$ cat src/inc/adc_ctrl_cfg.svh
// Register map, field positions, reset values and fixed factors of the converter control block.
`ifndef ADC_CTRL_CFG_SVH
`define ADC_CTRL_CFG_SVH

// ==========================================================================
// Register byte addresses
// ==========================================================================
`define OFS_CTL_ZERO 8'h00
`define OFS_CTL_ONE 8'h04
`define OFS_CLK_SETUP 8'h08
`define OFS_REF_CTL 8'h0C
`define OFS_INT_CTL 8'h10
`define OFS_RES_LOW 8'h14
`define OFS_RES_MID 8'h18
`define OFS_RES_HIGH 8'h1C

// ==========================================================================
// Field positions
// ==========================================================================
`define F_OSR 3:0
`define F_RATE 6:4
`define F_FILT 7
`define F_FRST 0
`define F_SLEEP 1
`define F_POFF 2
`define F_PREF 3
`define F_DONE 4
`define F_LATCH 5
`define F_CKDIV 4:0
`define F_IREF 0
`define F_GIE 0
`define F_CIE 1
`define F_IFLAG 2
`define F_RATE_CHOP1 0
`define F_RATE_N12 2

// ==========================================================================
// Reset values
// ==========================================================================
`define RST_OSR 4'h1
`define RST_RATE 3'h0
`define RST_FILT 1'h1
`define RST_POFF 1'h1
`define RST_CKDIV 5'h00

// ==========================================================================
// Fixed factors
// ==========================================================================
`define CKDIV_BYPASS 5'h1F
`define N_LONG_LIM 5'h1D
`define N_SHORT_LIM 5'h0B
`define OSR_BASE 17'h08000
`define LAT_SINC2 3'h3
`define LAT_SINC3 3'h4
`define RES_MAX 24'h7FFFFF
`define RES_MIN 24'h800000

`endif

$ cat src/inc/adc_ctrl_pkg.sv
// Types shared by the converter control block.
package adc_ctrl_pkg;

   typedef enum logic [1:0] {
      MODE_POWER_DOWN,
      MODE_SLEEP,
      MODE_NORMAL,
      MODE_RESET
   } conv_mode_e;

   typedef struct packed {
      logic iref_on;
      logic pga_on;
      logic mod_on;
      logic filter_on;
      logic filter_rst;
      logic pos_ref_sel;
   } analog_ctl_s;

endpackage : adc_ctrl_pkg

$ cat src/verilog/adc_rate_div.sv
// Converter source clock enable derived from the system clock.
`timescale 1ns/1ps
`include "adc_ctrl_cfg.svh"

module adc_rate_div
   import adc_ctrl_pkg::*;
(
   input wire logic i_clk, // System clock.
   input wire logic i_rst_n, // Synchronous reset, active low.
   input wire logic i_run, // Counting allowed.
   input wire logic [4:0] i_div_sel, // Clock divider select.
   output logic o_tick // One-cycle source clock enable.
);

   logic [5:0] cnt_r;
   logic [5:0] cnt_nxt;
   logic [5:0] cnt_lim;
   logic bypass;
   logic wrap;

   // Divide by two, then by select plus one: wrap after 2*(sel+1) cycles.
   assign bypass = (i_div_sel == `CKDIV_BYPASS);
   assign cnt_lim = {i_div_sel, 1'b1};
   assign wrap = (cnt_r >= cnt_lim);
   assign cnt_nxt = (!i_run || wrap) ? 6'h00 : 6'(cnt_r + 6'h01);
   assign o_tick = i_run && (bypass || wrap);

   always_ff @(posedge i_clk) begin
      if (!i_rst_n) begin
         cnt_r <= 6'h00;
      end else begin
         cnt_r <= cnt_nxt;
      end
   end

   // ==========================================================================
   // Checks
   // ==========================================================================
   a_bypass_every_cycle: assert property (@(posedge i_clk) disable iff (!i_rst_n)
      (i_run && bypass) |-> o_tick) else $error("bypass code did not pass the system clock");
   a_divided_spacing: assert property (@(posedge i_clk) disable iff (!i_rst_n)
      (o_tick && !bypass && $stable(i_div_sel) && i_run) ##1 $stable(i_div_sel) |-> !o_tick)
      else $error("divided tick too close");

endmodule : adc_rate_div

$ cat src/verilog/delta_sigma_adc_control.sv
// Control logic for a 24-bit delta-sigma converter: rate timing, modes, start, results.
//
// Local design decisions: the register addresses and the Avalon-MM register port.
`timescale 1ns/1ps
`include "adc_ctrl_cfg.svh"

// Contract
// - Word rate is source over N, chop, OSR.
// - Modulator clock is source divided 12 or 30.
// - Chop factor 1 or 2 from rate mode; the code takes 2 only with SINC2.
// - Rate mode 000 gives N 30, chop 2; with SINC3 the code uses chop 1.
// - Oversampling code 0010 8192, 0001 16384.
// - Source is system clock halved, over select+1.
// - Divider code 11111 passes the system clock.
// - Power off shuts PGA, modulator and filter.
// - Sleep keeps PGA, filter on, modulator off.
// - All bits clear runs everything normally.
// - Reset bit holds filter in reset only.
// - Internal reference follows its own enable bit.
// - Filter reset high then low starts conversion.
// - Done flag sets at each conversion end.
// - Interrupt flag sets; output needs both enables.
// - Latching holds result, discards newer conversions.
// - Positive reference follows its select bit.
// - Result is 24-bit two's complement.
// - Result readable as low, middle, high bytes.
// - Out-of-range results clamp, never wrap.
// - Latency is 3 words SINC2, 4 SINC3.
module delta_sigma_adc_control
   import adc_ctrl_pkg::*;
(
   input wire logic i_clk, // System clock, 50 MHz.
   input wire logic i_rst_n, // Synchronous reset, active low.
   input wire logic [7:0] i_address, // Avalon byte address.
   input wire logic i_read, // Avalon read request.
   input wire logic i_write, // Avalon write request.
   input wire logic [31:0] i_writedata, // Avalon write data.
   input wire logic [3:0] i_byteenable, // Avalon byte enables.
   input wire logic [25:0] i_raw_data, // Signed filter output before clamping.
   output logic [31:0] o_readdata, // Avalon read data.
   output logic o_waitrequest, // Avalon wait request.
   output analog_ctl_s o_analog, // Analog power and reference controls.
   output logic o_irq, // Converter interrupt, active high.
   output logic o_word_pulse // One-cycle pulse when a result is stored.
);

   // ==========================================================================
   // Register state
   // ==========================================================================
   logic [3:0] osr_sel_r;
   logic [2:0] rate_sel_r;
   logic filt_sel_r;
   logic frst_r;
   logic sleep_r;
   logic poff_r;
   logic pref_r;
   logic done_r;
   logic latch_r;
   logic [4:0] ckdiv_r;
   logic iref_r;
   logic gie_r;
   logic cie_r;
   logic iflag_r;
   logic [23:0] result_r;
   logic wait_r;
   logic [31:0] rdata_r;
   logic started_r;
   logic [4:0] mod_cnt_r;
   logic [16:0] smp_cnt_r;
   logic [2:0] lat_cnt_r;
   analog_ctl_s analog_r;
   logic irq_r;
   logic word_r;

   // ==========================================================================
   // Bus decode
   // ==========================================================================
   logic bus_req;
   logic wr_hit;
   logic rd_cap;
   logic wr_ctl0;
   logic wr_ctl1;
   logic wr_clk;
   logic wr_ref;
   logic wr_int;
   logic [7:0] wd;
   logic [31:0] rd_mux;

   assign bus_req = i_read || i_write;
   // The access completes in the cycle in which waitrequest is low.
   assign wr_hit = i_write && !wait_r && i_byteenable[0];
   assign rd_cap = i_read && wait_r;
   assign wd = i_writedata[7:0];
   assign wr_ctl0 = wr_hit && (i_address == `OFS_CTL_ZERO);
   assign wr_ctl1 = wr_hit && (i_address == `OFS_CTL_ONE);
   assign wr_clk = wr_hit && (i_address == `OFS_CLK_SETUP);
   assign wr_ref = wr_hit && (i_address == `OFS_REF_CTL);
   assign wr_int = wr_hit && (i_address == `OFS_INT_CTL);

   always_comb begin
      rd_mux = 32'h00000000;
      unique case (i_address)
         `OFS_CTL_ZERO: rd_mux[7:0] = {filt_sel_r, rate_sel_r, osr_sel_r};
         `OFS_CTL_ONE: rd_mux[5:0] = {latch_r, done_r, pref_r, poff_r, sleep_r, frst_r};
         `OFS_CLK_SETUP: rd_mux[4:0] = ckdiv_r;
         `OFS_REF_CTL: rd_mux[0] = iref_r;
         `OFS_INT_CTL: rd_mux[2:0] = {iflag_r, cie_r, gie_r};
         `OFS_RES_LOW: rd_mux[7:0] = result_r[7:0];
         `OFS_RES_MID: rd_mux[7:0] = result_r[15:8];
         `OFS_RES_HIGH: rd_mux[7:0] = result_r[23:16];
         default: rd_mux = 32'h00000000;
      endcase
   end

   // ==========================================================================
   // Operating mode
   // ==========================================================================
   conv_mode_e mode;
   analog_ctl_s analog_nxt;

   assign mode = poff_r ? MODE_POWER_DOWN :
                 sleep_r ? MODE_SLEEP :
                 frst_r ? MODE_RESET : MODE_NORMAL;

   always_comb begin
      analog_nxt = '0;
      analog_nxt.iref_on = iref_r;
      analog_nxt.pos_ref_sel = pref_r;
      unique case (mode)
         MODE_POWER_DOWN: begin
            analog_nxt.pga_on = 1'b0;
         end
         MODE_SLEEP: begin
            analog_nxt.pga_on = 1'b1;
            analog_nxt.filter_on = 1'b1;
         end
         MODE_NORMAL: begin
            analog_nxt.pga_on = 1'b1;
            analog_nxt.mod_on = 1'b1;
            analog_nxt.filter_on = 1'b1;
         end
         MODE_RESET: begin
            analog_nxt.pga_on = 1'b1;
            analog_nxt.mod_on = 1'b1;
            analog_nxt.filter_on = 1'b1;
            analog_nxt.filter_rst = 1'b1;
         end
      endcase
   end

   // ==========================================================================
   // Rate timing
   // ==========================================================================
   logic run;
   logic mclk_tick;
   logic [4:0] n_lim;
   logic chop_two;
   logic [16:0] osr_val;
   logic [16:0] smp_lim;
   logic mod_wrap;
   logic smp_wrap;
   logic odr_tick;
   logic [2:0] lat_need;
   logic lat_ok;
   logic done_set;
   logic start_pulse;
   logic cnt_clear;

   // A high-to-low write of the filter reset bit starts a fresh sequence.
   assign start_pulse = wr_ctl1 && frst_r && !wd[`F_FRST];
   assign run = started_r && (mode == MODE_NORMAL);
   assign cnt_clear = start_pulse || (mode == MODE_RESET) || (mode == MODE_POWER_DOWN);

   adc_rate_div u_rate_div (
      .i_clk(i_clk),
      .i_rst_n(i_rst_n),
      .i_run(run),
      .i_div_sel(ckdiv_r),
      .o_tick(mclk_tick)
   );

   assign n_lim = rate_sel_r[`F_RATE_N12] ? `N_SHORT_LIM : `N_LONG_LIM;
   // Chop only doubles the word for SINC2; SINC3 ignores it.
   assign chop_two = !rate_sel_r[`F_RATE_CHOP1] && !filt_sel_r;
   assign osr_val = `OSR_BASE >> osr_sel_r;
   assign smp_lim = chop_two ? 17'({osr_val[15:0], 1'b0} - 17'h00001) : 17'(osr_val - 17'h00001);
   // A rate change can leave a counter above its new limit; wrap there instead of running round.
   assign mod_wrap = (mod_cnt_r >= n_lim);
   assign smp_wrap = (smp_cnt_r >= smp_lim);
   assign odr_tick = run && mclk_tick && mod_wrap && smp_wrap;
   assign lat_need = filt_sel_r ? `LAT_SINC3 : `LAT_SINC2;
   assign lat_ok = (lat_cnt_r >= 3'(lat_need - 3'h1));
   assign done_set = odr_tick && lat_ok;

   // ==========================================================================
   // Result clamp
   // ==========================================================================
   logic [23:0] clamped;
   logic raw_over;
   logic raw_under;

   assign raw_over = !i_raw_data[25] && (i_raw_data[24:23] != 2'h0);
   assign raw_under = i_raw_data[25] && (i_raw_data[24:23] != 2'h3);
   assign clamped = raw_over ? `RES_MAX : raw_under ? `RES_MIN : i_raw_data[23:0];

   // ==========================================================================
   // Flag next values: a hardware set wins over a software clear.
   // ==========================================================================
   logic done_nxt;
   logic iflag_nxt;

   assign done_nxt = done_set ? 1'b1 :
                     (start_pulse || (wr_ctl1 && !wd[`F_DONE])) ? 1'b0 : done_r;
   assign iflag_nxt = done_set ? 1'b1 : (wr_int && !wd[`F_IFLAG]) ? 1'b0 : iflag_r;

   // ==========================================================================
   // Registers
   // ==========================================================================
   always_ff @(posedge i_clk) begin
      if (!i_rst_n) begin
         osr_sel_r <= `RST_OSR;
         rate_sel_r <= `RST_RATE;
         filt_sel_r <= `RST_FILT;
         ckdiv_r <= `RST_CKDIV;
         iref_r <= 1'b0;
         gie_r <= 1'b0;
         cie_r <= 1'b0;
      end else begin
         if (wr_ctl0) begin
            osr_sel_r <= wd[`F_OSR];
            rate_sel_r <= wd[`F_RATE];
            filt_sel_r <= wd[`F_FILT];
         end
         if (wr_clk) begin
            ckdiv_r <= wd[`F_CKDIV];
         end
         if (wr_ref) begin
            iref_r <= wd[`F_IREF];
         end
         if (wr_int) begin
            gie_r <= wd[`F_GIE];
            cie_r <= wd[`F_CIE];
         end
      end
   end

   always_ff @(posedge i_clk) begin
      if (!i_rst_n) begin
         frst_r <= 1'b0;
         sleep_r <= 1'b0;
         poff_r <= `RST_POFF;
         pref_r <= 1'b0;
         latch_r <= 1'b0;
      end else if (wr_ctl1) begin
         frst_r <= wd[`F_FRST];
         sleep_r <= wd[`F_SLEEP];
         poff_r <= wd[`F_POFF];
         pref_r <= wd[`F_PREF];
         latch_r <= wd[`F_LATCH];
      end
   end

   always_ff @(posedge i_clk) begin
      if (!i_rst_n) begin
         wait_r <= 1'b1;
         rdata_r <= 32'h00000000;
      end else begin
         wait_r <= !(bus_req && wait_r);
         if (rd_cap) begin
            rdata_r <= rd_mux;
         end
      end
   end

   always_ff @(posedge i_clk) begin
      if (!i_rst_n) begin
         started_r <= 1'b0;
         mod_cnt_r <= 5'h00;
         smp_cnt_r <= 17'h00000;
         lat_cnt_r <= 3'h0;
      end else begin
         if (start_pulse) begin
            started_r <= 1'b1;
         end else if (mode == MODE_POWER_DOWN) begin
            started_r <= 1'b0;
         end
         if (cnt_clear) begin
            mod_cnt_r <= 5'h00;
            smp_cnt_r <= 17'h00000;
            lat_cnt_r <= 3'h0;
         end else if (run && mclk_tick) begin
            mod_cnt_r <= mod_wrap ? 5'h00 : 5'(mod_cnt_r + 5'h01);
            if (mod_wrap) begin
               smp_cnt_r <= smp_wrap ? 17'h00000 : 17'(smp_cnt_r + 17'h00001);
            end
            if (odr_tick && !lat_ok) begin
               lat_cnt_r <= 3'(lat_cnt_r + 3'h1);
            end
         end
      end
   end

   always_ff @(posedge i_clk) begin
      if (!i_rst_n) begin
         done_r <= 1'b0;
         iflag_r <= 1'b0;
         result_r <= 24'h000000;
         word_r <= 1'b0;
         irq_r <= 1'b0;
         analog_r <= '0;
      end else begin
         done_r <= done_nxt;
         iflag_r <= iflag_nxt;
         if (done_set && !latch_r) begin
            result_r <= clamped;
         end
         word_r <= done_set && !latch_r;
         irq_r <= iflag_r && gie_r && cie_r;
         analog_r <= analog_nxt;
      end
   end

   assign o_readdata = rdata_r;
   assign o_waitrequest = wait_r;
   assign o_analog = analog_r;
   assign o_irq = irq_r;
   assign o_word_pulse = word_r;

   // ==========================================================================
   // Checks
   // ==========================================================================
   a_power_off_all: assert property (@(posedge i_clk) disable iff (!i_rst_n)
      poff_r |=> (!o_analog.pga_on && !o_analog.mod_on && !o_analog.filter_on))
      else $error("power off left analog parts on");
   a_sleep_mod_off: assert property (@(posedge i_clk) disable iff (!i_rst_n)
      (!poff_r && sleep_r) |=> (o_analog.pga_on && !o_analog.mod_on && o_analog.filter_on))
      else $error("sleep mode controls wrong");
   a_normal_all_on: assert property (@(posedge i_clk) disable iff (!i_rst_n)
      (!poff_r && !sleep_r && !frst_r) |=> (o_analog.mod_on && o_analog.filter_on && !o_analog.filter_rst))
      else $error("normal mode controls wrong");
   a_reset_filter_held: assert property (@(posedge i_clk) disable iff (!i_rst_n)
      (!poff_r && !sleep_r && frst_r) |=> (o_analog.mod_on && o_analog.filter_rst))
      else $error("reset mode did not hold the filter");
   a_iref_follows: assert property (@(posedge i_clk) disable iff (!i_rst_n)
      ##1 (o_analog.iref_on == $past(iref_r))) else $error("reference enable not followed");
   a_done_on_word: assert property (@(posedge i_clk) disable iff (!i_rst_n)
      done_set |=> (done_r && iflag_r)) else $error("conversion end did not set flags");
   a_irq_needs_enables: assert property (@(posedge i_clk) disable iff (!i_rst_n)
      o_irq |-> ($past(gie_r) && $past(cie_r) && $past(iflag_r))) else $error("interrupt without enables");
   a_latch_holds: assert property (@(posedge i_clk) disable iff (!i_rst_n)
      latch_r |=> $stable(result_r)) else $error("latched result changed");
   a_clamp_high: assert property (@(posedge i_clk) disable iff (!i_rst_n)
      (done_set && !latch_r && raw_over) |=> (result_r == `RES_MAX)) else $error("high result wrapped");
   a_start_clears_done: assert property (@(posedge i_clk) disable iff (!i_rst_n)
      (start_pulse && !done_set) |=> (!done_r && started_r)) else $error("start did not clear done");
   a_first_word_late: assert property (@(posedge i_clk) disable iff (!i_rst_n)
      (odr_tick && (lat_cnt_r == 3'h0)) |-> !done_set) else $error("first word not held back");
   c_word_done: cover property (@(posedge i_clk) disable iff (!i_rst_n) done_set ##1 done_r);
   c_irq_raise: cover property (@(posedge i_clk) disable iff (!i_rst_n) $rose(o_irq));
   c_latched_discard: cover property (@(posedge i_clk) disable iff (!i_rst_n) done_set && latch_r);

endmodule : delta_sigma_adc_control

$ cat config.mk
export PLATFORM = sky130hd
export DESIGN_NAME = delta_sigma_adc_control
export DESIGN_NICKNAME = d
export VERILOG_FILES = /design/src/inc/adc_ctrl_pkg.sv /design/src/verilog/adc_rate_div.sv /design/src/verilog/delta_sigma_adc_control.sv
export VERILOG_INCLUDE_DIRS = /design/src /design/src/inc
export SDC_FILE = /design/constraint.sdc
export NUM_CORES = 1
export LEC_CHECK = 0
export BUFFER_PORTS_ARGS = -buffer_cell sky130_fd_sc_hd__buf_2
export CAP_MARGIN = 30
export CORE_MARGIN = 5
export CORE_UTILIZATION = 62
export CTS_BUF_LIST = sky130_fd_sc_hd__clkbuf_2 sky130_fd_sc_hd__clkbuf_4 sky130_fd_sc_hd__clkbuf_8
export DETAILED_ROUTE_END_ITERATION = 12
export PLACE_DENSITY = 0.95
export SETUP_SLACK_MARGIN = 0.05
export SLEW_MARGIN = 20
export SYNTH_ARGS = -nofsm -noshare
export SYNTH_HDL_FRONTEND = slang
export SYNTH_SLANG_ARGS = --single-unit
export TNS_END_PERCENT = 100
$ cat constraint.sdc
create_clock -name i_clk -period 6.89 [get_ports i_clk]
set_clock_uncertainty 0.05 [all_clocks]
set_input_delay 0.689 -clock i_clk [delete_from_list [all_inputs] [get_ports i_clk]]
set_output_delay 0.689 -clock i_clk [all_outputs]
set_load 0.005 [all_outputs]
==> reports/results.env <==
ROUTABILITYCONGESTION=0.864
SYNTHTOLAYOUTAREAGROWTH_PCT=7.12
WORSTSETUPSTARTPOINTTYPE='flop'
SLEW_HEADROOM_PCT=45.4
SEQ_AREA_FRAC_SYNTH_PCT=32.4
POWER.LEAKAGE_nW=2.36
SYNTH.CELL_AREA_UM2=5870
CTS.HOLD.BUFFERS_ADDED=0
DESIGN.FINAL.NETS=856
CP_COMMON_CELL='a21oi_1'
CORE.ROWCOUNT=35
NUMBER_OF_REMAINING_DRC_ERRORS=0
FINAL.PERIOD_UTILIZATION_PCT=74.2
DIEHEIGHT_UM=107
SYNTHESIS.INSTANCES=715
CRITICAL_PATH.CELL_CHAIN='and3_1 -> nand2_1 -> ha_1 -> nor2_1 -> a21oi_1 -> o21ai_0 -> a21oi_1 -> ha_1 -> nand4_1 -> o41ai_1 -> a221oi_1 -> o31a_1 -> o21ai_0 -> buf_4 -> a21oi_1'
NUMBER_OF_FLOPS_MAPPED_TO_ENABLE_CELLS_BY_YOSYS=0
MAXCLOCKFREQUENCY_GHz=0.196
DIE_W_UM=107
TIMING.HOLD.WORST_PATH_DEPTH=2
ASYNCSETRESETFLOPFRACSYNTH_PCT=0
CTS-ROOT-BUF='clkbuf_8'
SYNTH-SEQ-CELLS=95
WORSTPATHARRIVAL_NS=5.33
SETUP.WORST_PATH.CLASS='flop to flop'
GR-USAGE-ALL-LAYERS_PCT=24.7
CRITICAL_PATH.MAX_STAGE_DELAY_NS=0.86
IRDROPWORSTVDD_mV=0.0900
CELLPOWERDENSITY_nW_PER_UM2=154
COUNT_OF_ENDPOINTS_FAILING_SETUP_IN_THE_FINAL_REPORT=0
POST-ROUTE-MIN-PERIOD_NS=5.11
SYNTH.LIB_CELLS_USED.DISTINCT=68
MAX_CAP_VIOL_COUNT=0
MOSTFREQUENTLAYOUTCELLS='dfxtp_1, nand2_1, buf_2'
ROUTEDWLPERCELL_UM=16.0
CLK_PATH_BUF_DEPTH=2
INITIAL_CORE_UTILIZATION_PCT=63.5
GRT_PASS1_VIAS=5014
SYNTH_TOP_FLOP_CELL='dfxtp_1'
CORE_UM2=9240
HOLD_VIOL=0
ANTENNA_CELLS=0
TOTAL_NEGATIVE_SETUP_SLACKS_NS=0
WORST_R2R_PATH_DEPTH=15
LAYOUT.FILLER_CELLS=663
GRT_OVERFLOW=0
DETAIL_ROUTE.WIRELENGTH_UM=14100
SYN_AVG_CELL_AREA_UM2=8.21
VIAS_PER_CELL=6.07
RUN_STATUS='completed'
INSERTION_DELAY_NS=0.38
HOLD_PATH.CLASS='flop to flop'
TOTAL_AREA_OF_MULTI_INPUT_COMBINATIONAL_CELLS_UM2=3630
REG2REG_SETUP_SLACK_NS=1.78
AREA.SEQUENTIAL_UM2=1900
DRTPASS1ITERATIONS=6
RSZ0062_AT_GRT='false'
PORTBUFFERS=63
VIAS=5371
GRT_FIRST_PASS_WIRELENGTH_UM=23200
TIMING.CRITICAL_PATH.SLOWEST_STAGE_CELL='dfxtp_1'
NUMCTSBUFFERS=9
CTS_HTREE_LEVELS=3
GRT_MAX_DEGREE=73
DRV_SLEW=0
WORST_EP_REQUIRED_TIME_NS=7.11
CRITICAL_PATH_PEAK_FANOUT=24
TIGHTESTPINTRANSITION_NS=0.812
CTS-RESIZED-GATES=0
MIN_FROM='result_r[6]'
LAYOUT_COMMONEST_CELL='dfxtp_1'
GRT_ANTENNA_BEFORE_REPAIR=0
CTS_POST_SETUP_BUFFERS_INSERTED=0
TIMING.CRITICAL_PATH.FROM='osr_sel_r[3]'
HOLD_WS_NS=0.411
CLK_TRANSITION_REPORTED_PATHS_NS=0.11
POST_ROUTE_CELLS_DRIVE_ABOVE_1_SHARE_PCT=14.3
DETAILED_PLACE_HPWL_UM=10400
CTS.SINK_COUNT=95
SYNTH-WARNING-COUNT=0
FLOORPLAN.DIE_AREA_UM2=11500
CRIT-REG2REG-LAUNCH='osr_sel_r[3]'
CTS_TREE='yes'
ANT_NETS=0
IO_PINS=115
INITIALDRTVIOLATIONCOUNT=463
TIMING.CRITICAL_PATH.TO_TYPE='flop'
-- worst max-delay path, delay by kind of cell (launching register included) --
family	cells	cell delay, ns
fa+ha+maj	2	0.80
flops	1	0.86
compound gates	8	1.97
buf+inv	1	0.28
simple gates	4	1.02
-- final cells by class --
type                            count  share of cell area [%]
Tap cell                          129                    2.57
Inverter                           15                   0.896
Multi-Input combinational cell    561                    57.7
Timing Repair Buffer               69                    5.65
Sequential cell                    95                    30.2
Clock inverter                      7                   0.995
Clock buffer                        9                    1.97
-- layer usage --
layer | vias to the layer above | part of all wire (%) | GRT usage, %
met4 | 0 | 3.3 | 10.4
met5 | - | 0 | 0
li1 | 2581 | - | -
met2 | 267 | 50 | 41.7
met3 | 48 | 8.3 | 5.64
met1 | 2475 | 39 | 30.1
-- power by group --
group	total [mW]	switching [mW]	internal, mW
Combinational	0.0646	0.0401	0.0245
Clock	0.353	0.215	0.138
Sequential	0.553	0.00185	0.551
-- cells by family (layout without fill, tap and decap cells) --
family | count (synthesis) | in the layout | share of synthesized area, %
mux | 56 | 56 | 10.5
fa+ha+maj | 31 | 31 | 6.61
flops | 95 | 95 | 32.4
compound gates | 168 | 168 | 18.1
xor+xnor | 14 | 14 | 2.09
buf+inv | 82 | 100 | 7.29
simple gates | 268 | 268 | 23.0
other cells | 1 | 24 | 0.0639
-- Yosys cell counts (all sizes together) (5+ instances only) --
master | instances | share of area (%)
dfxtp | 95 | 32
nand2 | 84 | 5.4
nor2 | 65 | 4.3
o21ai | 52 | 4.4
mux2i | 48 | 8.2
a21oi | 42 | 3.6
clkbuf | 34 | 2.2
buf | 33 | 4.1
ha | 31 | 6.6
nand3 | 30 | 2.6
nor2b | 22 | 2.3
inv | 15 | 0.96
a21boi | 12 | 1.5
or3 | 10 | 1.1
xnor2 | 10 | 1.5
a31oi | 9 | 0.96
and2 | 9 | 0.96
nor3 | 8 | 0.68
a211oi | 7 | 0.90
nand4 | 7 | 0.75
and3 | 6 | 0.64
nor4 | 5 | 1.4
o31ai | 5 | 0.64
-- through the flow --
stage / util (%) / std cells / power, mW / area [um^2] / setup slack [ns]
after floorplan: - / 738 / 0.613 / 5960 / 2.75
after global placement: 65.9 / 867 / 0.625 / 6090 / 2.09
after detailed placement: 66.0 / 868 / 0.628 / 6100 / 1.93
after CTS: 68.0 / 884 / 0.971 / 6280 / 1.89
after global routing: 68.0 / 885 / 1.00 / 6290 / 1.47
final: 68.0 / 885 / 0.971 / 6290 / 1.78
-- flip-flops by register name, indices dropped and copies added (netlist names), 3 cells and up --
signal            count
osr_sel_r             4
u_rate_div.cnt_r      6
o_analog              5
lat_cnt_r             3
result_r             24
mod_cnt_r             5
smp_cnt_r            17
ckdiv_r               5
rate_sel_r            3
o_readdata            8
-- path summary, 6_finish.rpt --
| check | to |
|---|---|
| worst max register to register | smp_cnt_r[13] |
| worst max-delay path | smp_cnt_r[13] |
| worst min-delay path | result_r[6] |
| worst min register to register | result_r[6] |
No activity file was read; power rests on OpenSTA's default activity.
